### src/emb_defines.svh
// Constants for the external memory bus interface
`ifndef EMB_DEFINES_SVH
`define EMB_DEFINES_SVH
`define EMB_ADDR_W 16
`define EMB_DATA_W 16
`define EMB_CTL_W 8
// Control input vector bit positions
`define EMB_CTL_HOLD 7
`define EMB_CTL_OFF 6
`define EMB_CTL_RS 5
`define EMB_CTL_BR 4
`define EMB_CTL_IAQ 3
`define EMB_CTL_READY 2
`define EMB_CTL_BUS_CYCLE_STROBE_N 1
`define EMB_CTL_RW 0
// Reset values
`define EMB_CTL_RST 8'hfb
`define EMB_ADDR_RST 16'h0000
`define EMB_DATA_RST 16'h0000
`define EMB_SEL_IDLE 1'b1
// Cycles waited before ready is sampled again
`define EMB_READY_RECHECK 1
`endif

### src/emb_pkg.sv
// Types for the external memory bus interface
package emb_pkg;
   typedef enum logic [1:0] {
      EMB_SP_DATA = 2'h0,
      EMB_SP_PROG = 2'h1,
      EMB_SP_IO = 2'h2
   } emb_space_t;
   typedef enum logic [2:0] {
      EMB_ST_IDLE = 3'h0,
      EMB_ST_ADDR = 3'h1,
      EMB_ST_BUS_CYCLE_STROBE_N = 3'h2,
      EMB_ST_END = 3'h3,
      EMB_ST_HOLD = 3'h4
   } emb_state_t;
endpackage

### src/emb_sync.sv
// Two flip-flop synchroniser for pin inputs
module emb_sync #(
   parameter int W = 1,
   parameter logic [W-1:0] RST_VAL = '0
) (
   // Clock and reset
   input wire logic clk,
   input wire logic rst_n,
   // Data
   input wire logic [W-1:0] d,
   output logic [W-1:0] q
);
   logic [W-1:0] meta_q;

   always_ff @(posedge clk or negedge rst_n) begin
      if (!rst_n) begin
         meta_q <= RST_VAL;
         q <= RST_VAL;
      end else begin
         meta_q <= d;
         q <= meta_q;
      end
   end
endmodule

### src/emb_bus_if.sv
// External parallel bus interface with hold and DMA to on-chip RAM
`include "emb_defines.svh"

module emb_bus_if (
   // Clock and reset
   input wire logic clk,
   input wire logic rst_n,
   // Core request port
   input wire logic core_req,
   input wire logic core_write,
   input wire emb_pkg::emb_space_t core_space,
   input wire logic [`EMB_ADDR_W-1:0] core_addr,
   input wire logic [`EMB_DATA_W-1:0] core_wdata,
   output logic core_done,
   output logic [`EMB_DATA_W-1:0] core_rdata,
   // Address bus pins
   input wire logic [`EMB_ADDR_W-1:0] ext_addr_bus_in,
   output logic [`EMB_ADDR_W-1:0] ext_addr_bus_out,
   output logic ext_addr_bus_oe,
   // Data bus pins
   input wire logic [`EMB_DATA_W-1:0] ext_data_bus_in,
   output logic [`EMB_DATA_W-1:0] ext_data_bus_out,
   output logic ext_data_bus_oe,
   // Space select pins
   output logic data_space_sel_n,
   output logic program_space_sel_n,
   output logic io_space_sel_n,
   output logic space_sel_oe,
   // Strobe, direction and read select pins
   input wire logic bus_cycle_strobe_n_in,
   output logic bus_cycle_strobe_n_out,
   output logic bus_cycle_strobe_n_oe,
   input wire logic rd_wr_n_in,
   output logic rd_wr_n_out,
   output logic rd_wr_n_oe,
   output logic read_sel_n,
   output logic read_sel_oe,
   // Hold, request and status pins
   input wire logic bus_ready,
   input wire logic hold_req_n,
   output logic bus_hold_ack_n,
   output logic bus_hold_ack_oe,
   input wire logic bus_request_n,
   input wire logic instr_acquire_n,
   input wire logic output_off_n,
   input wire logic reset_in_n,
   output logic dma_grant,
   // On-chip RAM access port
   output logic dma_ram_en,
   output logic dma_ram_we,
   output logic [`EMB_ADDR_W-1:0] dma_ram_addr,
   output logic [`EMB_DATA_W-1:0] dma_ram_wdata,
   input wire logic [`EMB_DATA_W-1:0] dma_ram_rdata
);
   logic rst_meta_q;
   logic rst_q;
   logic [`EMB_CTL_W-1:0] ctl_s;
   logic [`EMB_ADDR_W-1:0] addr_in_s;
   logic [`EMB_DATA_W-1:0] data_in_s;
   emb_pkg::emb_state_t state_q;
   emb_pkg::emb_state_t state_d;
   logic wr_q;
   emb_pkg::emb_space_t space_q;
   logic [`EMB_ADDR_W-1:0] addr_q;
   logic [`EMB_DATA_W-1:0] wdata_q;
   logic bus_cycle_strobe_n_prev_q;
   logic dma_rd_q;

   // Reset release
   always_ff @(posedge clk or negedge rst_n) begin
      if (!rst_n) begin
         rst_meta_q <= 1'b0;
         rst_q <= 1'b0;
      end else begin
         rst_meta_q <= 1'b1;
         rst_q <= rst_meta_q;
      end
   end

   // Pin synchronisers
   emb_sync #(.W(`EMB_CTL_W), .RST_VAL(`EMB_CTL_RST)) u_sync_ctl (
      .clk(clk),
      .rst_n(rst_q),
      .d({hold_req_n, output_off_n, reset_in_n, bus_request_n,
          instr_acquire_n, bus_ready, bus_cycle_strobe_n_in, rd_wr_n_in}),
      .q(ctl_s)
   );
   emb_sync #(.W(`EMB_ADDR_W), .RST_VAL(`EMB_ADDR_RST)) u_sync_addr (
      .clk(clk),
      .rst_n(rst_q),
      .d(ext_addr_bus_in),
      .q(addr_in_s)
   );
   emb_sync #(.W(`EMB_DATA_W), .RST_VAL(`EMB_DATA_RST)) u_sync_data (
      .clk(clk),
      .rst_n(rst_q),
      .d(ext_data_bus_in),
      .q(data_in_s)
   );

   // Decoded pin levels
   wire hold_s = ctl_s[`EMB_CTL_HOLD];
   wire off_s = ctl_s[`EMB_CTL_OFF];
   wire rs_s = ctl_s[`EMB_CTL_RS];
   wire br_s = ctl_s[`EMB_CTL_BR];
   wire iaq_s = ctl_s[`EMB_CTL_IAQ];
   wire ready_s = ctl_s[`EMB_CTL_READY];
   wire bus_cycle_strobe_n_in_s = ctl_s[`EMB_CTL_BUS_CYCLE_STROBE_N];
   wire rw_in_s = ctl_s[`EMB_CTL_RW];
   wire in_hold = (state_q == emb_pkg::EMB_ST_HOLD);
   wire float_w = in_hold || !off_s;
   wire in_cycle = (state_q == emb_pkg::EMB_ST_BUS_CYCLE_STROBE_N);
   wire dma_mode = in_hold && !br_s && !iaq_s;
   wire dma_bus_cycle_strobe_n = dma_mode && !bus_cycle_strobe_n_in_s && bus_cycle_strobe_n_prev_q;
   wire dma_rd_w = dma_mode && !bus_cycle_strobe_n_in_s && rw_in_s;
   wire take_req = core_req && hold_s && rs_s && off_s;
   wire drive_addr = !float_w && (state_q != emb_pkg::EMB_ST_IDLE);
   wire drive_data = (!float_w && rs_s && hold_s && wr_q &&
                      (state_q != emb_pkg::EMB_ST_IDLE)) ||
                     (dma_rd_q && off_s && rs_s);
   wire sel_act = (state_q == emb_pkg::EMB_ST_ADDR) || in_cycle;

   // Bus cycle sequencer
   always_comb begin
      state_d = state_q;
      case (state_q)
         emb_pkg::EMB_ST_IDLE: begin
            if (!hold_s) begin
               state_d = emb_pkg::EMB_ST_HOLD;
            end else if (take_req) begin
               state_d = emb_pkg::EMB_ST_ADDR;
            end
         end
         emb_pkg::EMB_ST_ADDR: begin
            state_d = emb_pkg::EMB_ST_BUS_CYCLE_STROBE_N;
         end
         emb_pkg::EMB_ST_BUS_CYCLE_STROBE_N: begin
            if (ready_s) begin
               state_d = emb_pkg::EMB_ST_END;
            end
         end
         emb_pkg::EMB_ST_END: begin
            state_d = emb_pkg::EMB_ST_IDLE;
         end
         emb_pkg::EMB_ST_HOLD: begin
            if (hold_s) begin
               state_d = emb_pkg::EMB_ST_IDLE;
            end
         end
         default: begin
            state_d = emb_pkg::EMB_ST_IDLE;
         end
      endcase
   end

   always_ff @(posedge clk or negedge rst_q) begin
      if (!rst_q) begin
         state_q <= emb_pkg::EMB_ST_IDLE;
         wr_q <= 1'b0;
         space_q <= emb_pkg::EMB_SP_DATA;
         addr_q <= `EMB_ADDR_RST;
         wdata_q <= `EMB_DATA_RST;
         bus_cycle_strobe_n_prev_q <= 1'b1;
         dma_rd_q <= 1'b0;
      end else begin
         state_q <= state_d;
         bus_cycle_strobe_n_prev_q <= bus_cycle_strobe_n_in_s;
         dma_rd_q <= dma_rd_w;
         if (take_req && state_q == emb_pkg::EMB_ST_IDLE) begin
            wr_q <= core_write;
            space_q <= core_space;
            addr_q <= core_addr;
            wdata_q <= core_wdata;
         end
      end
   end

   // Core answer
   always_ff @(posedge clk or negedge rst_q) begin
      if (!rst_q) begin
         core_done <= 1'b0;
         core_rdata <= `EMB_DATA_RST;
      end else begin
         core_done <= in_cycle && ready_s;
         if (in_cycle && ready_s && !wr_q) begin
            core_rdata <= data_in_s;
         end
      end
   end

   // Pin outputs
   always_ff @(posedge clk or negedge rst_q) begin
      if (!rst_q) begin
         ext_addr_bus_out <= `EMB_ADDR_RST;
         ext_addr_bus_oe <= 1'b0;
         ext_data_bus_out <= `EMB_DATA_RST;
         ext_data_bus_oe <= 1'b0;
         data_space_sel_n <= `EMB_SEL_IDLE;
         program_space_sel_n <= `EMB_SEL_IDLE;
         io_space_sel_n <= `EMB_SEL_IDLE;
         space_sel_oe <= 1'b0;
         bus_cycle_strobe_n_out <= 1'b1;
         bus_cycle_strobe_n_oe <= 1'b0;
         rd_wr_n_out <= 1'b1;
         rd_wr_n_oe <= 1'b0;
         read_sel_n <= 1'b1;
         read_sel_oe <= 1'b0;
         bus_hold_ack_n <= 1'b1;
         bus_hold_ack_oe <= 1'b0;
      end else begin
         ext_addr_bus_out <= addr_q;
         ext_addr_bus_oe <= drive_addr;
         ext_data_bus_out <= dma_rd_q ? dma_ram_rdata : wdata_q;
         ext_data_bus_oe <= drive_data;
         data_space_sel_n <= !(sel_act && space_q == emb_pkg::EMB_SP_DATA);
         program_space_sel_n <= !(sel_act &&
                                  space_q == emb_pkg::EMB_SP_PROG);
         io_space_sel_n <= !(sel_act && space_q == emb_pkg::EMB_SP_IO);
         space_sel_oe <= !float_w;
         bus_cycle_strobe_n_out <= !in_cycle;
         bus_cycle_strobe_n_oe <= !float_w;
         rd_wr_n_out <= !(sel_act && wr_q);
         rd_wr_n_oe <= !float_w;
         read_sel_n <= !(in_cycle && !wr_q);
         read_sel_oe <= !float_w;
         bus_hold_ack_n <= !in_hold;
         bus_hold_ack_oe <= off_s;
      end
   end

   // Grant and on-chip RAM port
   always_ff @(posedge clk or negedge rst_q) begin
      if (!rst_q) begin
         dma_grant <= 1'b0;
         dma_ram_en <= 1'b0;
         dma_ram_we <= 1'b0;
         dma_ram_addr <= `EMB_ADDR_RST;
         dma_ram_wdata <= `EMB_DATA_RST;
      end else begin
         dma_grant <= !br_s && ready_s;
         dma_ram_en <= dma_bus_cycle_strobe_n;
         dma_ram_we <= dma_bus_cycle_strobe_n && !rw_in_s;
         if (dma_bus_cycle_strobe_n) begin
            dma_ram_addr <= addr_in_s;
            dma_ram_wdata <= data_in_s;
         end
      end
   end
endmodule

### config.mk
export PLATFORM = sky130hd
export DESIGN_NAME = emb_bus_if
export DESIGN_NICKNAME = d
export VERILOG_FILES = /design/src/emb_pkg.sv /design/src/emb_sync.sv /design/src/emb_bus_if.sv
export VERILOG_INCLUDE_DIRS = /design/src /design/src/src
export SDC_FILE = /design/constraint.sdc
export NUM_CORES = 1
export LEC_CHECK = 0
export BUFFER_PORTS_ARGS = -buffer_cell sky130_fd_sc_hd__buf_2
export CAP_MARGIN = 30
export CORE_MARGIN = 2
export CORE_UTILIZATION = 45
export CTS_CLUSTER_SIZE = 10
export DETAILED_ROUTE_END_ITERATION = 12
export GPL_ROUTABILITY_DRIVEN = 0
export PLACE_DENSITY = 0.7
export SYNTH_ARGS = -nofsm -noshare
export SYNTH_HDL_FRONTEND = slang
export SYNTH_SLANG_ARGS = --single-unit
### constraint.sdc
create_clock -name clk -period 10.4 [get_ports clk]
set_input_delay 2.08 -clock clk [delete_from_list [all_inputs] [get_ports clk]]
set_output_delay 2.08 -clock clk [all_outputs]
set_load 0.005 [all_outputs]
==> results of run 1 <==
## critical path, delay by kind of cell
kind,cells,cell delay (ns)
muxes,1,0.31
and+or+nand+nor,2,0.87
buffers and inverters,2,0.38
## power by group through the flow
| stage | Combinational (mW) | Clock (mW) | Sequential, mW |
|---|---|---|---|
| 2_1_floorplan | 0.129 | 0 | 1.09 |
| 3_3_place_gp | 0.272 | 0 | 1.08 |
| 3_5_place_dp | 0.283 | 0 | 1.09 |
| 4_1_cts | 0.284 | 0.778 | 1.07 |
| 5_1_grt | 0.307 | 0.820 | 1.09 |
| 6_report | 0.279 | 0.757 | 1.07 |
## layout make-up
class / count / area, µm² / share of cell area, %
inverters: 2 / 7.51 / 0.0847
clock buffers: 45 / 701 / 7.90
well taps: 188 / 235 / 2.65
flip-flops and latches: 217 / 5460 / 61.6
clock inverters: 1 / 8.76 / 0.0988
multi-input cells: 130 / 1410 / 15.9
repair buffers: 196 / 1040 / 11.7
## cell usage after synthesis
library cell / number / area share [%]
or4_1: 1 / 0.11
conb_1: 1 / 0.054
buf_12: 3 / 0.86
nand4_1: 1 / 0.089
clkbuf_1: 1 / 0.054
nor3_1: 1 / 0.071
dfstp_2: 22 / 8.2
inv_2: 1 / 0.054
o21ai_0: 1 / 0.071
dfrtp_1: 195 / 70
a31oi_1: 1 / 0.089
or3_1: 1 / 0.089
mux2_2: 69 / 11
buf_1: 1 / 0.054
nor2b_1: 2 / 0.18
xnor2_1: 1 / 0.13
buf_4: 3 / 0.32
nand4b_1: 1 / 0.13
nor4b_1: 1 / 0.13
nand2_2: 1 / 0.089
or2_2: 1 / 0.089
nand2_1: 4 / 0.21
mux2_4: 30 / 6.4
nand3b_1: 2 / 0.21
nor2_1: 5 / 0.27
and3_1: 2 / 0.18
inv_1: 1 / 0.054
buf_2: 2 / 0.14
buf_6: 3 / 0.48
nor3b_1: 1 / 0.11
or2_4: 1 / 0.13
and2_1: 2 / 0.18
## metal layers
| layer | up-vias | global-route usage [%] | part of all wire (%) |
|---|---|---|---|
| met5 | - | 0 | 0 |
| met4 | 0 | 5.12 | 1.6 |
| met3 | 15 | 4.03 | 6.6 |
| met2 | 116 | 25.2 | 51 |
| met1 | 1856 | 20.7 | 41 |
| li1 | 1645 | - | - |
## worst min-delay path by stage
stage	depth (start not counted)	from	slack, ns	endpoint
2_1_floorplan	0	rst_meta_q	0.33	rst_q
3_3_place_gp	0	u_sync_data.meta_q[1]	0.33	u_sync_data.q[1]
3_5_place_dp	0	u_sync_addr.meta_q[12]	0.33	u_sync_addr.q[12]
4_1_cts	0	u_sync_data.meta_q[14]	0.35	u_sync_data.q[14]
5_1_grt	0	u_sync_data.meta_q[1]	0.35	u_sync_data.q[1]
6_report	0	u_sync_data.meta_q[14]	0.34	u_sync_data.q[14]
## flip-flops by register name, summed over array words and instances, names as in the netlist, 2 cells and up
register	flops
ext_addr_bus_out	16
core_rdata	16
addr_q	16
space_q	2
u_sync_ctl.meta_q	8
dma_ram_wdata	16
u_sync_ctl.q	8
u_sync_data.q	16
u_sync_data.meta_q	16
wdata_q	16
state_q	3
u_sync_addr.meta_q	16
u_sync_addr.q	16
ext_data_bus_out	16
dma_ram_addr	16
## kinds of logic (layout without fill, tap and decap cells)
logic type | after synthesis | after routing | share of synthesized area (%)
AO/OA/AOI/OAI | 2 | 2 | 0.161
AND/OR/NAND/NOR | 27 | 27 | 2.25
multiplexers | 99 | 99 | 17.5
buffers and inverters | 15 | 244 | 2.02
other | 1 | 1 | 0.0535
flip-flops | 217 | 217 | 77.9
XOR/XNOR | 1 | 1 | 0.125
## through the flow
stage,hold slack (ns),setup slack (ns),util [%],std cells
2_1_floorplan,0.331,3.94,-,362
3_3_place_gp,0.331,6.66,53.2,730
3_5_place_dp,0.335,6.63,53.5,732
4_1_cts,0.346,7.15,58.1,778
5_1_grt,0.350,7.12,58.3,779
6_report,0.343,7.14,58.3,779
==> metrics, run 1 <==
outcome complete, no violations; RSZ-0062 raised after global routing false; Slew Viols, Final 0; Post-route DRC 0; Sw Share approximately 23%; # Max-Cap Violations 0; Crit. End Element flop; CP Max Fanout 18; RR Endpoint dma_ram_addr[12]; Pwr Total roughly 2.1 mW; Peak Freq 307 MHz; Core ar. 0.0152 mm²; drt wl/cell about 16 µm; PortBufs around 190; Critical R2R Launch state_q[1]; CTS Sinks 217; final hold violations 0; share of layout cells above drive strength 1 ~60%; Clock Skew 0.0131 ns; Combinational Power Share a little over an eighth; Hold Buf Count CTS 0; design area 0.00886 mm²; full die area between 0.015 and 0.02 mm²; most frequent cells in the layout dfrtp_1 (194), buf_2 (191), mux2_2 (69); Final Critical Period 3.26 ns; Area Growth Syn to Fin 26.5%; DP HPWL just under 9000 µm; Clock Path Buffers 3; TritonRoute pass-1 iters 4; initial antenna violation count 0; Yosys reg bits 217; Reg clk slew, reported paths roughly 0.050 ns; total congestion overflow 0; reg2reg path depth 4; synthesized cell area around 0.0070 mm²; worst stage delay on the critical path 0.75 ns; Initial Util between 40% and 50%; synth unique cells 32; Tot GR Track Use ~16%; final WL 12800 µm; CTS Root Cell clkbuf_16; vias in the first global route 3906; Post-CTS Repair Setup Buffers 0; worst-skew pair later-pin latency 0.50 ns; Critical Path Slowest Stage Cell or3_2; cts repair resizes 0; clock share of power 35.9%; setup TNS 0 ns; placed instance area 0.00813 mm²; CTS tree yes; Hold Path Class flop to flop; vias per inst between 4 and 5; WS Path Type input port to flop; yosys warns 0; WP data required 10.78 ns; sequential group share of total power 50.8%; via count 3632; Mapped Cells 362; First DRT Iteration DRCs about 170; Fill cells 1169; sequential cell area fraction in the yosys report 77.9%; crit path cell chain buf_2 -> nand4_1 -> or3_2 -> buf_16 -> mux2_4; Worst Setup SP core_req; Mapped Nets between 400 and 500; Static Leak 4.46 nW; P per Cell Area around 240 mW/mm²; syn avg cell area a little under 20 µm²; io pins approximately 190; Peak VDD IR 126 µV; Setup crit end addr_q[9]; final period utilization 31.3%; critical path arrival 3.64 ns; diode count 0; Rows 45; Die W 129 µm; Worst-Margin Slew ~0.84 ns; count of final setup violators 0; first-pass GRT wire length 20300 µm; Die H 129 µm; cell-internal power approximately 1.6 mW; largest net degree at the start of global routing 85; Final #Nets 666; most common cell after layout, fill and taps aside dfrtp_1; Routed Antenna Nets 0; Worst Setup Start Kind input port; Psw 480 µW; CTS Buf Count 25; max_slew headroom 44.1%; R2R Setup Slk 7.84 ns; H-tree lvl count 1
No activity file was read; power rests on OpenSTA's default activity.
==> inputs of run 2 (changes only) <==
- PLACE_DENSITY: 0.7 -> 0.73
- clock period: 10.4 -> 2.6 ns (I/O delays scaled with it)
==> run 2 against run 1 <==
Flip-flop and latch count did not move. Design area is essentially flat. Via count increased by 0.88%. Critical path type is now flop to flop. Setup slack lost 6.5 ns. Power rose to 4.0 times the previous value. Combinational power increased to 4.1 times the previous value.
==> metrics, run 2 (synthesized netlist as in run 1, its figures left out) <==
Static Leak 4.46 nW (about the same); Psw 1.90 mW (was 480 µW); Crit. End Element flop (unchanged); io pins 192 (unchanged); Die W 129 µm (unchanged); TritonRoute pass-1 iters 4 (unchanged); Util after Layout 58.3% (about the same); Critical R2R Launch state_q[1] (unchanged); Final Critical Period 2.01 ns; share of layout cells above drive strength 1 59.0% (was 59.1%); Setup WS post-layout 0.593 ns (was 7.14 ns); First DRT Iteration DRCs 119 (was 169); initial antenna violation count 0 (unchanged); Die H 129 µm (unchanged); CTS Sinks 217 (unchanged); via count 3664 (was 3632); Post-route DRC 0 (unchanged); Peak VDD IR 523 µV (was 126 µV); worst stage delay on the critical path 0.45 ns (was 0.75 ns); Clock Path Buffers 3 (unchanged); largest net degree at the start of global routing 70 (was 85); outcome complete, no violations (unchanged); P per Cell Area 949 mW/mm² (was 238 mW/mm²); Peak Freq between 400 and 500 MHz; cell family with most CP delay simple AND/OR/NAND/NOR gates (unchanged); most frequent cells in the layout dfrtp_1 (194), buf_2 (191), mux2_2 (69) (unchanged); Sw Share 22.6% (was 22.8%); Tot GR Track Use 15.5% (about the same); DP HPWL 8780 µm (was 8690 µm); max_slew headroom 49.3% (was 44.1%); Slew Viols, Final 0 (unchanged); CP bufs+invs 1 (was 2); RSZ-0062 raised after global routing false (unchanged); Worst Hold Launch hold_req_n (was u_sync_data.meta_q[14]); Worst-Margin Slew 0.761 ns (was 0.838 ns); CTS tree yes (unchanged); setup TNS 0 ns (unchanged); Combinational Power Share 13.4% (was 13.2%); sequential group share of total power 50.8% (about the same); final period utilization 77.2%; drt wl/cell 16.6 µm (was 16.4 µm); Critical Path Slowest Stage Cell dfrtp_1 (was or3_2); cell-internal power 6.51 mW (was 1.63 mW); Core ar. 0.0152 mm² (unchanged); CTS Buf Count 25 (unchanged); total congestion overflow 0 (unchanged); Area Growth Syn to Fin 26.4% (was 26.5%); Final #Nets 669 (was 666); vias in the first global route 4008 (was 3906); Initial Util 46.1% (unchanged); final hold violations 0 (unchanged); Clock Skew 0.0104 ns (was 0.0131 ns); Reg clk slew, reported paths 0.05 ns (about the same); Hold Path Class input port to flop (was flop to flop); Routed Antenna Nets 0 (unchanged); cts repair resizes 0 (unchanged); clock share of power 35.8% (was 35.9%); PortBufs 191 (unchanged); worst-skew pair later-pin latency 0.50 ns (about the same); WS Path Type flop to flop (was input port to flop); critical path arrival 2.39 ns (was 3.64 ns); pre-CTS WS 0.592 ns (was 6.63 ns); count of final setup violators 0 (unchanged); CP Max Fanout 35 (was 18); vias per inst 4.69 (was 4.66); Rows 45 (unchanged); WP data required 2.98 ns (was 10.78 ns); Worst Setup SP state_q[1] (was core_req); diode count 0 (unchanged); Worst Setup Start Kind flop (was input port); final WL 12900 µm (was 12800 µm); # Max-Cap Violations 0 (unchanged); first-pass GRT wire length 20100 µm (was 20300 µm); most common cell after layout, fill and taps aside dfrtp_1 (unchanged); crit path cell chain or2_4 -> or3_2 -> buf_4 -> mux2_4 (was buf_2 -> nand4_1 -> or3_2 -> buf_16 -> mux2_4); full die area 0.0166 mm² (unchanged); H-tree lvl count 1 (unchanged); CTS Root Cell clkbuf_16 (unchanged)
## run 2: changes by cell type in the layout (fill, tap and decap cells not counted)
| cell | change |
|---|---|
| inv_6 | -1 |
| dlygate4sd3_1 | +1 |
| buf_4 | +3 |
| buf_16 | -2 |
| buf_12 | +2 |
| buf_8 | -1 |
## run 2: final timing paths
path	to	slack, ns	cells after the start
setup / recovery	addr_q[9]	0.59	4
hold / removal	u_sync_ctl.meta_q[7]	0.12	1
setup reg to reg	addr_q[9]	0.59	4
hold reg to reg	u_sync_data.meta_q[10]	0.24	0
max in group asynchronous	u_sync_data.meta_q[1]	1.40	1
min in group asynchronous	u_sync_data.meta_q[10]	0.24	0
## run 2: power groups by stage
stage / sequential (mW) / combinational, mW / clock, mW
2_1_floorplan: 4.35 / 0.516 / 0
3_3_place_gp: 4.30 / 1.11 / 0
3_5_place_dp: 4.33 / 1.15 / 0
4_1_cts: 4.28 / 1.15 / 3.11
5_1_grt: 4.35 / 1.24 / 3.26
6_report: 4.27 / 1.13 / 3.01
## run 2: through the flow
step	total power [mW]	cell area (µm²)	cells	hold slack (ns)
final	8.41	8860	781	0.125
after global routing	8.85	8860	781	0.101
after CTS	8.54	8860	781	0.102
after detailed placement	5.48	8150	735	0.257
after global placement	5.41	8150	735	0.250
after floorplan	4.87	7010	362	0.224
## run 2: layout make-up
cell class	count	area, µm²
inverter	2	7.51
fill	1189	6340
multi-input combinational	130	1410
timing repair buffer	199	1040
clock buffer	45	701
sequential	217	5460
tap	188	235
## run 2: worst reg2reg max path: stages (launching register included)
cell     delay [ns]
dfrtp_1        0.45
or2_4          0.29
or3_2          0.44
buf_4          0.33
mux2_4         0.39
## run 2: layer usage
layer	vias up	part of all wire [%]	track usage [%]	wire, µm
li1	1650	-	-	-
met1	1865	41	19.8	5330
met2	122	49	25.6	6390
met3	27	7.0	4.16	903
met4	0	2.5	5.88	325
met5	-	0	0	0
## run 2: timing repair
action                    CTS  global route
hold buffers                1             0
hold endpoints to repair    2             0
setup buffers               0             0
